<file path="config.mk">
export PLATFORM = sky130hd
export DESIGN_NAME = lcd_dev_end_flat
export DESIGN_NICKNAME = d
export VERILOG_FILES = /design/src/inc/lcd_pkg.sv /design/src/inc/lcd_bus_if.sv /design/src/verilog/lcd_dev_end.sv /design/src/flat_wrapper.sv
export VERILOG_INCLUDE_DIRS = /design/src /design/src/inc
export SDC_FILE = /design/constraint.sdc
export NUM_CORES = 2
export LEC_CHECK = 0
export BUFFER_PORTS_ARGS = -buffer_cell sky130_fd_sc_hd__buf_2
export CORE_ASPECT_RATIO = 0.9
export CORE_MARGIN = 5
export CORE_UTILIZATION = 40
export CTS_CLUSTER_SIZE = 25
export DETAILED_ROUTE_END_ITERATION = 12
export PLACE_DENSITY_LB_ADDON = 0.25
export SLEW_MARGIN = 20
export SYNTH_ARGS = -nofsm -noshare
export SYNTH_HDL_FRONTEND = slang
export SYNTH_SLANG_ARGS = --single-unit
</file>
<file path="constraint.sdc">
create_clock -name pclk -period 9.5 [get_ports pclk]
set_input_delay 1.425 -clock pclk [delete_from_list [all_inputs] [get_ports pclk]]
set_output_delay 1.425 -clock pclk [all_outputs]
set_load 0.005 [all_outputs]
</file>
<file path="src/inc/lcd_map.svh">
// Purpose: constants of the lcd command/data link and host registers
// Assumes: pclk at 50 MHz
// Notes: Behaviour list below
//
// Behaviour
// - 01 prefix in normal table loads glyph address, targets glyph
// - top bit set loads char address, targets char
// - one-line char addresses run 00h to 4fh
// - two-line: 00h-27h then 40h-67h
// - three-line: blocks ending 0fh, 1fh, 2fh
// - status read returns busy and address counter
// - host never instructs while busy; device refuses
// - each data access steps address counter
// - data write stores to selected memory
// - data read returns selected memory byte
// - first unprimed read invalid; host discards it
// - bias instruction selects quarter or fifth bias
// - bias bit ignored with external resistors
// - host writes fix bit per three-line use
// - extension table loads symbol memory address
// - 0101 sets symbol display, booster, contrast high
// - booster only with internal follower straps
// - contrast six bits, internal follower only
// - 0110 sets follower and gain, internal only
// - host clears follower unless straps both low
// - three-line tall font row split by upper select
// - entry direction steps counter up or down
// - table select gates extension instruction decode
`ifndef LCD_MAP_SVH
`define LCD_MAP_SVH
`define LCD_CLK_NS     20
`define LCD_EXEC_NS    26300
`define LCD_EXEC_CYC   ((`LCD_EXEC_NS + `LCD_CLK_NS - 1) / `LCD_CLK_NS)
`define LCD_BUSY_W     11
`define LCD_SPACE_CODE 8'h20
`define LCD_TBL_NORM   2'b00
`define LCD_TBL_EXT1   2'b01
`define LCD_TBL_EXT2   2'b10
`define LCD_ONE_LAST   7'h4f
`define LCD_TWO_L1END  7'h27
`define LCD_TWO_L2BEG  7'h40
`define LCD_TWO_L2END  7'h67
`define LCD_TRI_LAST   7'h2f
`define LCD_ROW_FIRST  5'd1
`define LCD_ROW_MID    5'd9
`define LCD_ROW_16     5'd16
`define LCD_ROW_LAST   5'd24
`define HOST_CMD_OFS   12'h000
`define HOST_STAT_OFS  12'h004
`define HOST_CFG_OFS   12'h008
`define HOST_CMD_RS    8
`define HOST_CMD_RW    9
`endif

</file>
<file path="src/inc/lcd_pkg.sv">
// Purpose: types shared by both ends of the lcd link
// Assumes: nothing
// Notes: state structs of each end
package lcd_pkg;
  typedef enum logic [1:0] {
    MEM_CHAR   = 2'b00,
    MEM_GLYPH  = 2'b01,
    MEM_SYMBOL = 2'b10
  } mem_sel_e;

  typedef enum logic [2:0] {
    H_IDLE   = 3'b000,
    H_POLL   = 3'b001,
    H_POLL_W = 3'b010,
    H_SEND   = 3'b011,
    H_SEND_W = 3'b100
  } host_st_e;

  typedef struct packed {
    logic [6:0]  ac;
    mem_sel_e    target;
    logic        inc;
    logic        two_line;
    logic        tall;
    logic        upper_sel;
    logic [1:0]  table_sel;
    logic        bias_sel;
    logic        fix_bit;
    logic        icon_on;
    logic        booster_on;
    logic [5:0]  contrast;
    logic        follower_on;
    logic [2:0]  gain;
    logic [10:0] busy_cnt;
    logic        busy_flag;
    logic        refetch;
    logic [7:0]  rd_latch;
    logic        clr_on;
    logic [6:0]  clr_idx;
    logic        ack;
    logic [7:0]  rdata;
    logic        oe_n;
    logic        in_disp;
    logic [4:0]  dh_first;
    logic [4:0]  dh_last;
  } dev_s;

  typedef struct packed {
    host_st_e    st;
    logic [7:0]  cmd;
    logic        cmd_rs;
    logic        cmd_rw;
    logic        pending;
    logic        dummy;
    logic        primed;
    logic [1:0]  table_sel;
    logic [7:0]  last_rd;
    logic        rd_valid;
    logic [1:0]  cfg_strap;
    logic        cfg_tri;
    logic        req;
    logic        rs;
    logic        rw;
    logic [7:0]  wdata;
    logic [31:0] prdata;
    logic        pready;
  } host_s;
endpackage

</file>
<file path="src/inc/lcd_bus_if.sv">
// Purpose: command/data link between host end and device end
// Assumes: single clock, req and ack are one-cycle pulses
// Notes: device drives read bytes with oe_n low
`timescale 1ns/100ps
`default_nettype none
interface lcd_bus_if (
  input wire logic pclk,
  input wire logic presetn
);
  logic       req;
  logic       cmd_data_select;
  logic       rw;
  logic [7:0] wdata;
  logic       ack;
  logic [7:0] rdata;
  logic       oe_n;

  modport host (
    input  pclk, presetn, ack, rdata, oe_n,
    output req, cmd_data_select, rw, wdata
  );
  modport dev (
    input  pclk, presetn, req, cmd_data_select, rw, wdata,
    output ack, rdata, oe_n
  );
endinterface
`default_nettype wire

</file>
<file path="src/verilog/lcd_dev_end.sv">
// Purpose: instruction and data decoder of the character lcd controller
// Assumes: host waits for ack before the next request
// Notes: memories are plain arrays, no reset
`timescale 1ns/100ps
`default_nettype none
`include "lcd_map.svh"
module lcd_dev_end (
  // link
  lcd_bus_if.dev          bus,
  // straps
  input  wire logic [1:0] bias_source_strap,
  input  wire logic       triple_line_strap,
  // settings
  output logic            busy_flag,
  output logic [6:0]      address_counter,
  output logic            bias_ratio_select,
  output logic            three_line_fix_bit,
  output logic            icon_on,
  output logic            booster_on,
  output logic [5:0]      contrast_level,
  output logic            follower_on,
  output logic [2:0]      drive_gain_ratio,
  output logic [1:0]      table_page_select,
  output logic            two_line,
  output logic            tall_font_select,
  output logic            tall_font_upper_select,
  output logic            ac_in_display,
  output logic [4:0]      tall_row_first,
  output logic [4:0]      tall_row_last
);
  lcd_pkg::dev_s q;
  lcd_pkg::dev_s d;
  logic [7:0] char_mem [0:127];
  logic [7:0] glyph_mem [0:63];
  logic [7:0] symbol_mem [0:15];
  logic       mem_we;
  lcd_pkg::mem_sel_e mem_sel;
  logic [6:0] mem_addr;
  logic [7:0] mem_wd;
  logic [7:0] mem_at;
  logic [7:0] b;
  logic       internal;

  function automatic logic [6:0] step_ac(
    input logic [6:0]        a,
    input lcd_pkg::mem_sel_e t,
    input logic              up,
    input logic              two,
    input logic              three
  );
    logic [6:0] n;
    n = up ? a + 7'h01 : a - 7'h01;
    unique case (t)
      lcd_pkg::MEM_GLYPH:  step_ac = {1'b0, n[5:0]};
      lcd_pkg::MEM_SYMBOL: step_ac = {3'h0, n[3:0]};
      default: begin
        if (two && three) begin
          if (up) step_ac = (a >= `LCD_TRI_LAST) ? 7'h00 : n;
          else step_ac = (a == 7'h00) ? `LCD_TRI_LAST : n;
        end else if (two) begin
          if (up && a == `LCD_TWO_L1END) step_ac = `LCD_TWO_L2BEG;
          else if (up && a >= `LCD_TWO_L2END) step_ac = 7'h00;
          else if (!up && a == `LCD_TWO_L2BEG) step_ac = `LCD_TWO_L1END;
          else if (!up && a == 7'h00) step_ac = `LCD_TWO_L2END;
          else step_ac = n;
        end else begin
          if (up) step_ac = (a >= `LCD_ONE_LAST) ? 7'h00 : n;
          else step_ac = (a == 7'h00) ? `LCD_ONE_LAST : n;
        end
      end
    endcase
  endfunction

  function automatic logic in_display(
    input logic [6:0] a,
    input logic       two,
    input logic       three
  );
    if (two && three) in_display = (a <= `LCD_TRI_LAST);
    else if (two) in_display = (a <= `LCD_TWO_L1END) ||
      (a >= `LCD_TWO_L2BEG && a <= `LCD_TWO_L2END);
    else in_display = (a <= `LCD_ONE_LAST);
  endfunction

  always_comb begin
    unique case (q.target)
      lcd_pkg::MEM_GLYPH:  mem_at = glyph_mem[q.ac[5:0]];
      lcd_pkg::MEM_SYMBOL: mem_at = symbol_mem[q.ac[3:0]];
      default:             mem_at = char_mem[q.ac];
    endcase
  end

  always_comb begin
    d = q;
    b = bus.wdata;
    internal = (bias_source_strap == 2'b00);
    mem_we = 1'b0;
    mem_sel = q.target;
    mem_addr = q.ac;
    mem_wd = b;
    d.ack = 1'b0;
    d.oe_n = 1'b1;
    if (q.busy_cnt != '0) begin
      d.busy_cnt = q.busy_cnt - 11'd1;
      if (q.clr_on) begin
        mem_we = 1'b1;
        mem_sel = lcd_pkg::MEM_CHAR;
        mem_addr = q.clr_idx;
        mem_wd = `LCD_SPACE_CODE;
        d.clr_idx = q.clr_idx + 7'h01;
        if (q.clr_idx == 7'h7f) d.clr_on = 1'b0;
      end
      if (q.busy_cnt == 11'd1 && q.refetch) begin
        d.rd_latch = mem_at;
        d.refetch = 1'b0;
      end
    end
    if (bus.req) begin
      d.ack = 1'b1;
      d.rdata = 8'h00;
      if (!bus.cmd_data_select && bus.rw) begin
        d.rdata = {q.busy_flag, q.ac};
        d.oe_n = 1'b0;
      end else if (q.busy_flag) begin
        d.rdata = 8'h00;
      end else if (bus.cmd_data_select && bus.rw) begin
        d.rdata = q.rd_latch;
        d.oe_n = 1'b0;
        d.ac = step_ac(q.ac, q.target, q.inc, q.two_line,
                       triple_line_strap);
        d.refetch = 1'b1;
        d.busy_cnt = `LCD_BUSY_W'(`LCD_EXEC_CYC);
      end else if (bus.cmd_data_select) begin
        mem_we = 1'b1;
        d.ac = step_ac(q.ac, q.target, q.inc, q.two_line,
                       triple_line_strap);
        d.busy_cnt = `LCD_BUSY_W'(`LCD_EXEC_CYC);
      end else begin
        d.busy_cnt = `LCD_BUSY_W'(`LCD_EXEC_CYC);
        if (b[7]) begin
          d.ac = b[6:0];
          d.target = lcd_pkg::MEM_CHAR;
          d.refetch = 1'b1;
        end else if (q.table_sel == `LCD_TBL_NORM && b[7:6] == 2'b01) begin
          d.ac = {1'b0, b[5:0]};
          d.target = lcd_pkg::MEM_GLYPH;
          d.refetch = 1'b1;
        end else if (b[7:5] == 3'b001) begin
          d.two_line = b[3];
          d.tall = b[2];
          d.table_sel = b[1:0];
        end else if (q.table_sel == `LCD_TBL_EXT1) begin
          unique case (b[7:4])
            4'b0100: begin
              d.ac = {3'h0, b[3:0]};
              d.target = lcd_pkg::MEM_SYMBOL;
              d.refetch = 1'b1;
            end
            4'b0101: begin
              d.icon_on = b[3];
              if (internal) begin
                d.booster_on = b[2];
                d.contrast[5:4] = b[1:0];
              end
            end
            4'b0110: begin
              if (internal) begin
                d.follower_on = b[3];
                d.gain = b[2:0];
              end
            end
            4'b0111: begin
              if (internal) d.contrast[3:0] = b[3:0];
            end
            4'b0001: begin
              if (b[2:1] == 2'b10) begin
                if (bias_source_strap != 2'b11) d.bias_sel = b[3];
                d.fix_bit = b[0];
              end
            end
            default: d.busy_cnt = `LCD_BUSY_W'(`LCD_EXEC_CYC);
          endcase
        end else if (q.table_sel == `LCD_TBL_EXT2) begin
          if (b[7:4] == 4'b0001) d.upper_sel = b[3];
        end else if (q.table_sel == `LCD_TBL_NORM) begin
          if (b[7:2] == 6'b000001) d.inc = b[1];
          else if (b[7:1] == 7'b0000001) begin
            d.ac = 7'h00;
            d.target = lcd_pkg::MEM_CHAR;
            d.refetch = 1'b1;
          end else if (b == 8'h01) begin
            d.ac = 7'h00;
            d.inc = 1'b1;
            d.target = lcd_pkg::MEM_CHAR;
            d.clr_on = 1'b1;
            d.clr_idx = 7'h00;
            d.refetch = 1'b1;
          end
        end
      end
    end
    d.busy_flag = (d.busy_cnt != '0);
    d.in_disp = in_display(d.ac, d.two_line, triple_line_strap);
    d.dh_first = 5'd0;
    d.dh_last = 5'd0;
    if (triple_line_strap && d.two_line && d.tall) begin
      d.dh_first = d.upper_sel ? `LCD_ROW_FIRST : `LCD_ROW_MID;
      d.dh_last = d.upper_sel ? `LCD_ROW_16 : `LCD_ROW_LAST;
    end
  end

  always_ff @(posedge bus.pclk or negedge bus.presetn) begin
    if (!bus.presetn) begin
      q <= '0;
      q.inc <= 1'b1;
      q.oe_n <= 1'b1;
    end else begin
      q <= d;
    end
  end

  always_ff @(posedge bus.pclk) begin
    if (mem_we) begin
      unique case (mem_sel)
        lcd_pkg::MEM_GLYPH:  glyph_mem[mem_addr[5:0]] <= mem_wd;
        lcd_pkg::MEM_SYMBOL: symbol_mem[mem_addr[3:0]] <= mem_wd;
        default:             char_mem[mem_addr] <= mem_wd;
      endcase
    end
  end

  assign bus.ack = q.ack;
  assign bus.rdata = q.rdata;
  assign bus.oe_n = q.oe_n;
  assign busy_flag = q.busy_flag;
  assign address_counter = q.ac;
  assign bias_ratio_select = q.bias_sel;
  assign three_line_fix_bit = q.fix_bit;
  assign icon_on = q.icon_on;
  assign booster_on = q.booster_on;
  assign contrast_level = q.contrast;
  assign follower_on = q.follower_on;
  assign drive_gain_ratio = q.gain;
  assign table_page_select = q.table_sel;
  assign two_line = q.two_line;
  assign tall_font_select = q.tall;
  assign tall_font_upper_select = q.upper_sel;
  assign ac_in_display = q.in_disp;
  assign tall_row_first = q.dh_first;
  assign tall_row_last = q.dh_last;
endmodule
`default_nettype wire

</file>
<file path="src/flat_wrapper.sv">
// flat-port wrapper written by rule: the top's interface ports become plain ports
module lcd_dev_end_flat 
  (bias_source_strap, triple_line_strap, busy_flag, address_counter, bias_ratio_select, three_line_fix_bit, icon_on, booster_on, contrast_level, follower_on, drive_gain_ratio, table_page_select, two_line, tall_font_select, tall_font_upper_select, ac_in_display, tall_row_first, tall_row_last, pclk, presetn, bus_req, bus_cmd_data_select, bus_rw, bus_wdata, bus_ack, bus_rdata, bus_oe_n);
  lcd_bus_if bus_i (.pclk(pclk), .presetn(presetn));
  input  wire logic [1:0] bias_source_strap;
  input  wire logic triple_line_strap;
  output logic busy_flag;
  output logic [6:0] address_counter;
  output logic bias_ratio_select;
  output logic three_line_fix_bit;
  output logic icon_on;
  output logic booster_on;
  output logic [5:0] contrast_level;
  output logic follower_on;
  output logic [2:0] drive_gain_ratio;
  output logic [1:0] table_page_select;
  output logic two_line;
  output logic tall_font_select;
  output logic tall_font_upper_select;
  output logic ac_in_display;
  output logic [4:0] tall_row_first;
  output logic [4:0] tall_row_last;
  input wire logic pclk;
  input wire logic presetn;
  input wire logic [$bits(bus_i.req)-1:0] bus_req;
  input wire logic [$bits(bus_i.cmd_data_select)-1:0] bus_cmd_data_select;
  input wire logic [$bits(bus_i.rw)-1:0] bus_rw;
  input wire logic [$bits(bus_i.wdata)-1:0] bus_wdata;
  output wire logic [$bits(bus_i.ack)-1:0] bus_ack;
  output wire logic [$bits(bus_i.rdata)-1:0] bus_rdata;
  output wire logic [$bits(bus_i.oe_n)-1:0] bus_oe_n;
  assign bus_i.req = bus_req;
  assign bus_i.cmd_data_select = bus_cmd_data_select;
  assign bus_i.rw = bus_rw;
  assign bus_i.wdata = bus_wdata;
  assign bus_ack = bus_i.ack;
  assign bus_rdata = bus_i.rdata;
  assign bus_oe_n = bus_i.oe_n;
  lcd_dev_end u_core (.bus(bus_i), .bias_source_strap(bias_source_strap), .triple_line_strap(triple_line_strap), .busy_flag(busy_flag), .address_counter(address_counter), .bias_ratio_select(bias_ratio_select), .three_line_fix_bit(three_line_fix_bit), .icon_on(icon_on), .booster_on(booster_on), .contrast_level(contrast_level), .follower_on(follower_on), .drive_gain_ratio(drive_gain_ratio), .table_page_select(table_page_select), .two_line(two_line), .tall_font_select(tall_font_select), .tall_font_upper_select(tall_font_upper_select), .ac_in_display(ac_in_display), .tall_row_first(tall_row_first), .tall_row_last(tall_row_last));
endmodule
</file>
---- Yosys cells after proc, flatten, opt, wreduce, memory -nomap -nowiden ----
Memories as Yosys holds them, arrays and structs flattened.
Index checks and enable logic that the tools add are counted.
storage, ports and cells
  register bits after elaboration ......... 79
  RAM bits ................................ 1664
  output and inout port bits .............. 48
  word-level logic and storage cells ...... 246
  memories ................................ 3
cells by class
  add/subtract/negate cells ............... 4
  $lt $le $gt $ge ......................... 8
  equal/unequal tests ..................... 29
  mux-type cells .......................... 134
  bitwise operators ....................... 9
  reductions and logical operators ........ 32
memory list
  name               depth  bits a word  rd ports  clocked after Yosys merged registers in  write ports  RTL line           source
  u_core.char_mem    128    8            1         0                                        1            lcd_dev_end.sv:33  logic [7:0] char_mem [0:127];
  u_core.glyph_mem   64     8            1         0                                        1            lcd_dev_end.sv:34  logic [7:0] glyph_mem [0:63];
  u_core.symbol_mem  16     8            1         0                                        1            lcd_dev_end.sv:35  logic [7:0] symbol_mem [0:15];
operators by type and width
  operator                                                                   count
  10-bit 2-to-1 mux                                                          18
  8-bit 2-to-1 mux                                                           17
  40-bit 2-to-1 mux                                                          3
  7-bit 2-to-1 mux                                                           17
  9-bit 2-to-1 mux                                                           9
  31-bit 2-to-1 mux                                                          2
  11-bit AND reduction                                                       5
  25-bit 2-to-1 mux                                                          2
  22-bit 2-to-1 mux                                                          2
  1-bit 2-to-1 mux                                                           43
  11-bit 2-to-1 mux                                                          3
  4-bit 2-to-1 mux                                                           7
  11-bit nonzero test                                                        2
  7-bit >= comparator (second input constant)                                3
  18-bit 2-to-1 mux                                                          1
  17-bit 2-to-1 mux                                                          1
  4-bit by 3-bit equality test with 1-bit output (second input constant)     4
  8-bit case mux with 2 select lines                                         1
  7-bit by 1-bit adder with 7-bit output (second input constant)             2
  7-bit equality test (second input constant)                                2
  7-bit by 6-bit <= comparator with 1-bit output (second input constant)     2
  7-bit <= comparator (second input constant)                                2
  7-bit case mux with 2 select lines                                         1
  13-bit by 6-bit inequality test with 1-bit output (second input constant)  1
  other kinds (33)                                                           66

---- Depth between registers and ports, before layout ----
  word-level depth ........................ 33
  mapped depth ............................ 14
  depth with buffers taken out ............ 10

---- Worst setup path before layout ----
No wires, ideal clock.
  path type ............................... register to register
  from .................................... register u_core.q[39] (netlist bit)
  to ...................................... memory u_core.char_mem[0][0] (data pin)
  setup time .............................. 0.743 ns
  data arrival time ....................... 4.653 ns
  data required time ...................... 8.757 ns
  path slack .............................. 4.103 ns
  stages on the path, launching flop included .. 8
  path through ............................ dfrtp_1 inv_1 ha_1 or3b_2 o31ai_4 buf_4 clkbuf_1 and2_1
between the ends
  word-level cells in the longest chain between the ends .. 2
RTL lines
  item                  RTL line            source
  from (decl)           lcd_dev_end.sv:31   lcd_pkg::dev_s q;
  11-bit nonzero test   lcd_dev_end.sv:103  if (q.busy_cnt != '0) begin
  8-bit 2-to-1 mux      lcd_dev_end.sv:103
  net u_core.mem_wd[0]  lcd_dev_end.sv:39   logic [7:0] mem_wd;
  to (decl)             lcd_dev_end.sv:33
The timed path passes the listed nets, and every way through them passes these cells.

---- Worst setup path after layout ----
  from .................................... register u_core.q, in the netlist u_core.address_counter[1]
  to ...................................... register u_core.q[33] (netlist bit)
between the ends
  word-level cells in the longest chain between the ends .. 2
  elaborated cells on any way between the ends .. 4
  classes of those cells .................. 1 x mux; 3 x memory
RTL lines
  item                                             RTL line           source
  memory read 128 x 8 bit (tied with other cells)  -
  8-bit case mux with 2 select lines (*)           lcd_dev_end.sv:86  unique case (q.target)
Mark *: on every way between the ends. The rest lies on a longest branch, timed or not.
A chain may end at the register's enable or synchronous reset.

==> flow_summary_export.csv <==
group,metric,value,unit
outcome,status,"finished clean",
power_and_ir_drop,p_seq_share,52.5,%
synthesis,synthTopCellsByArea,"edfxtp_1, mux4_2, dfrtp_1",
worst_setup_path,cpPeakStageDelay,0.83,ns
clock_network,clk_pin_slew,0.07,ns
cells_and_area,drive_above_1_share,23.0,%
synthesis,synth_cells,3492,
worst_setup_path,arrival,5.47,ns
place,place.gp.congestion,0.853,
synthesis,synth_warnings,0,
power_and_ir_drop,p_int,12.7,mW
synthesis,ys_types,75,
worst_setup_path,cp_max_fo,47,
drt,final_antenna_net_count,0,
die,initial_core_util,40.3,%
synthesis,netlist_top_cells_count,"edfxtp_1, mux4_2, nor2_1",
grt,grt_overflow,0,
timing,post-route-min-period,4.86,ns
timing,tightest_slew,1.08,ns
synthesis,synth_area_per_cell,19.8,um^2
grt,grtUsageTotal,19.4,%
worst_setup_path,crit_family,"compound AO/OA/AOI/OAI gates",
clock_network,htreeDepth,4,
timing,finClkSkew,0.0330,ns
timing,fin_setup_tns,0,ns
cells_and_area,n_antenna_cell,0,
synthesis,synth_top_area_share,72.4,%
hold_path,hold_path_class,"reg2reg",
drt,wirelength,177,mm
timing,period_share,51.2,%
power_and_ir_drop,power,16.1,mW
timing,rsz0062_at_grt,"false",
cells_and_area,nNetsFinal,3597,
grt,grt_max_degree,94,
worst_setup_path,cp-end-kind,"flop",
drt,drt-initial-drc-count,4033,
grt,grt_pass1_vias,34400,
worst_setup_path,critical_path_class,"reg2reg",
synthesis,synth_ff_type,"edfxtp_1",
power_and_ir_drop,ir_drop,0.000192,V
drt,firstDrtPassIters,6,
die,dieWidth,448,um
timing,setup_viol,0,
worst_setup_path,cp-start-kind,"flop",
place,dp_cells,5645,
clock_network,cts_made_buffers,178,
synthesis,ys_async_sr_fraction,4.09,%
worst_setup_path,cp_num_buf_inv,2,
synthesis,synth_seq_area_share,75.0,%
clock_network,clockBufferDepth,3,
die,ios,64,
worst_setup_path,crit_chain,"buf_4 > buf_4 > mux4_2 > a22o_1 > a221oi_1 > a31oi_1 > a2111oi_0 > a221oi_1",
drt,wire_per_inst,29.5,um
place,place_ws,4.65,ns
die,die_y,404,um
clock_network,clock_latency,0.79,ns
drt,vias_per_cell,5.82,
grt,antenna_found_initial,3,
worst_setup_path,crit_required,10.11,ns
place,hpwl,108,mm
cells_and_area,final_util,45.1,%
power_and_ir_drop,p_leak,24.3,nW
synthesis,syn_area,0.0690,mm^2
power_and_ir_drop,p_clk_share,43.3,%
clock_network,cts-resized-gates,0,
synthesis,synth_seq_cells,1735,
power_and_ir_drop,swShare,21.0,%
die,core-area,0.171,mm^2
flow_run,maxCapViolations,0,
die,row_count,144,
timing,hold_viol,0,
synthesis,post-synth-top-area-cell,"edfxtp_1",
clock_network,cts.sinks,1735,
drt,num_vias,34800,
drt,drc,0,
timing,drv_slew,0,
timing,max_freq,0.206,GHz
timing,worst_slack,4.64,ns
clock_network,cts_tree,"done",
power_and_ir_drop,switching_power,3.38,mW
clock_network,ctsHoldBuffers,0,
cells_and_area,fillers,14300,
clock_network,post_cts_buffers,0,
cells_and_area,area_delta_synth_final,12.1,%
die,die_area,0.181,mm^2
timing,slew_headroom,27.7,%
worst_setup_path,cp_slowest_cell,"dfrtp_4",
cells_and_area,final_cells,5978,
grt,grt_pass1_wl,253,mm
power_and_ir_drop,p_per_area,208,mW/mm^2
clock_network,cts_root_buffer,"clkbuf_16",
place,port_buffers,57,
power_and_ir_drop,combPwrFrac,4.2,%
synthesis,synth_edf_count,1664,
synthesis,yosysMostFrequentCell,"edfxtp_1",
[cell usage in the layout (no fill, tap or decap), types with 6 or more instances in the layout]
master | synthesis | layout
edfxtp_1 | 1664 | 1664
mux4_2 | 398 | 398
nor2_1 | 292 | 289
clkbuf_16 | 0 | 184
mux2i_1 | 82 | 82
nand2_1 | 76 | 74
buf_4 | 74 | 65
dfrtp_1 | 69 | 63
a22oi_1 | 61 | 61
a22o_1 | 56 | 56
buf_2 | 45 | 56
a221oi_1 | 55 | 55
clkbuf_1 | 96 | 47
o21ai_0 | 45 | 45
a21oi_1 | 45 | 45
nand3_1 | 40 | 40
clkinv_1 | 2 | 38
a31oi_1 | 30 | 30
clkinv_2 | 0 | 29
inv_1 | 28 | 28
mux2_2 | 28 | 28
nand2b_1 | 28 | 27
o22ai_1 | 23 | 23
nor3_1 | 23 | 22
ha_1 | 17 | 17
bufinv_16 | 0 | 17
or2_2 | 14 | 14
o211ai_1 | 13 | 13
a211oi_1 | 12 | 12
or3_1 | 11 | 11
nor2b_1 | 13 | 11
and2_1 | 18 | 11
nand4_1 | 8 | 8
xor2_1 | 8 | 8
xnor2_1 | 8 | 8
a2111oi_0 | 7 | 7
and2_4 | 0 | 7
conb_1 | 1 | 6
[power groups by stage]
stage / Sequential (mW) / Combinational (mW) / Clock [mW]
2_1_floorplan: 8.59 / 0.445 / 0
3_5_place_dp: 8.59 / 0.683 / 0
5_1_grt: 8.43 / 0.723 / 7.40
3_3_place_gp: 8.59 / 0.679 / 0
4_1_cts: 8.43 / 0.685 / 7.09
6_report: 8.43 / 0.678 / 6.96
[area by class of cell]
class | instances | area, um^2 | area share (%)
repair buffers | 126 | 868 | 1.12
well taps | 2263 | 2830 | 3.66
multi-input cells | 1491 | 15900 | 20.6
clock buffers | 235 | 4840 | 6.25
flip-flops and latches | 1735 | 51800 | 66.9
clock inverters | 97 | 976 | 1.26
inverters | 31 | 116 | 0.150
[path summary, 6_finish.rpt]
| kind | slack (ns) | start | depth (start not counted) | end |
|---|---|---|---|---|
| max | 4.64 | u_core.address_counter[1] | 8 | u_core.q[33] |
| min | 0.50 | u_core.q[37] | 2 | u_core.q[37] |
| max reg2reg | 4.64 | u_core.address_counter[1] | 8 | u_core.q[33] |
| min reg2reg | 0.50 | u_core.q[37] | 2 | u_core.q[37] |
| max in group asynchronous | 7.99 | presetn | 1 | u_core.address_counter[1] |
| min in group asynchronous | 0.80 | presetn | 1 | u_core.address_counter[2] |
[registers in the layout (all words and copies together) (netlist names), 2 cells and up]
signal                    cells
u_core.drive_gain_ratio       3
u_core.char_mem            1024
u_core.table_page_select      2
u_core.symbol_mem           128
u_core.bus.rdata              8
u_core.q                     31
u_core.address_counter        7
u_core.glyph_mem            512
u_core.contrast_level         6
[metrics by stage]
step / instance area, um^2 / hold WS, ns
finish: 77300 / 0.499
global route: 77300 / 0.506
CTS: 77300 / 0.494
detailed placement: 71500 / 0.478
global placement: 71500 / 0.475
floorplan: 69000 / 0.449
[metal layers]
metal	wire [um]	vias up	GRT usage, %
met5	0	-	0
met4	4110	0	4.78
met3	15900	250	4.44
met2	78800	1565	28.5
met1	77900	18500	29.4
li1	-	14500	-
[kinds of logic (layout without fill, tap and decap cells)]
family	Yosys count	count (layout)	share of synthesized area [%]
flops	1735	1735	75.0
simple gates	555	555	3.66
mux	508	508	14.6
compound gates	388	388	4.12
buf+inv	271	489	2.03
fa+ha+maj	18	18	0.337
xor+xnor	16	16	0.203
other cells	1	6	0.00544
[worst register-to-register path, cell delays in order (launching register included)]
cell,delay [ns]
dfrtp_4,0.83
buf_4,0.70
buf_4,0.66
mux4_2,0.46
a22o_1,0.26
a221oi_1,0.67
a31oi_1,0.29
a2111oi_0,0.65
a221oi_1,0.16
No activity file was read; power rests on OpenSTA's default activity.
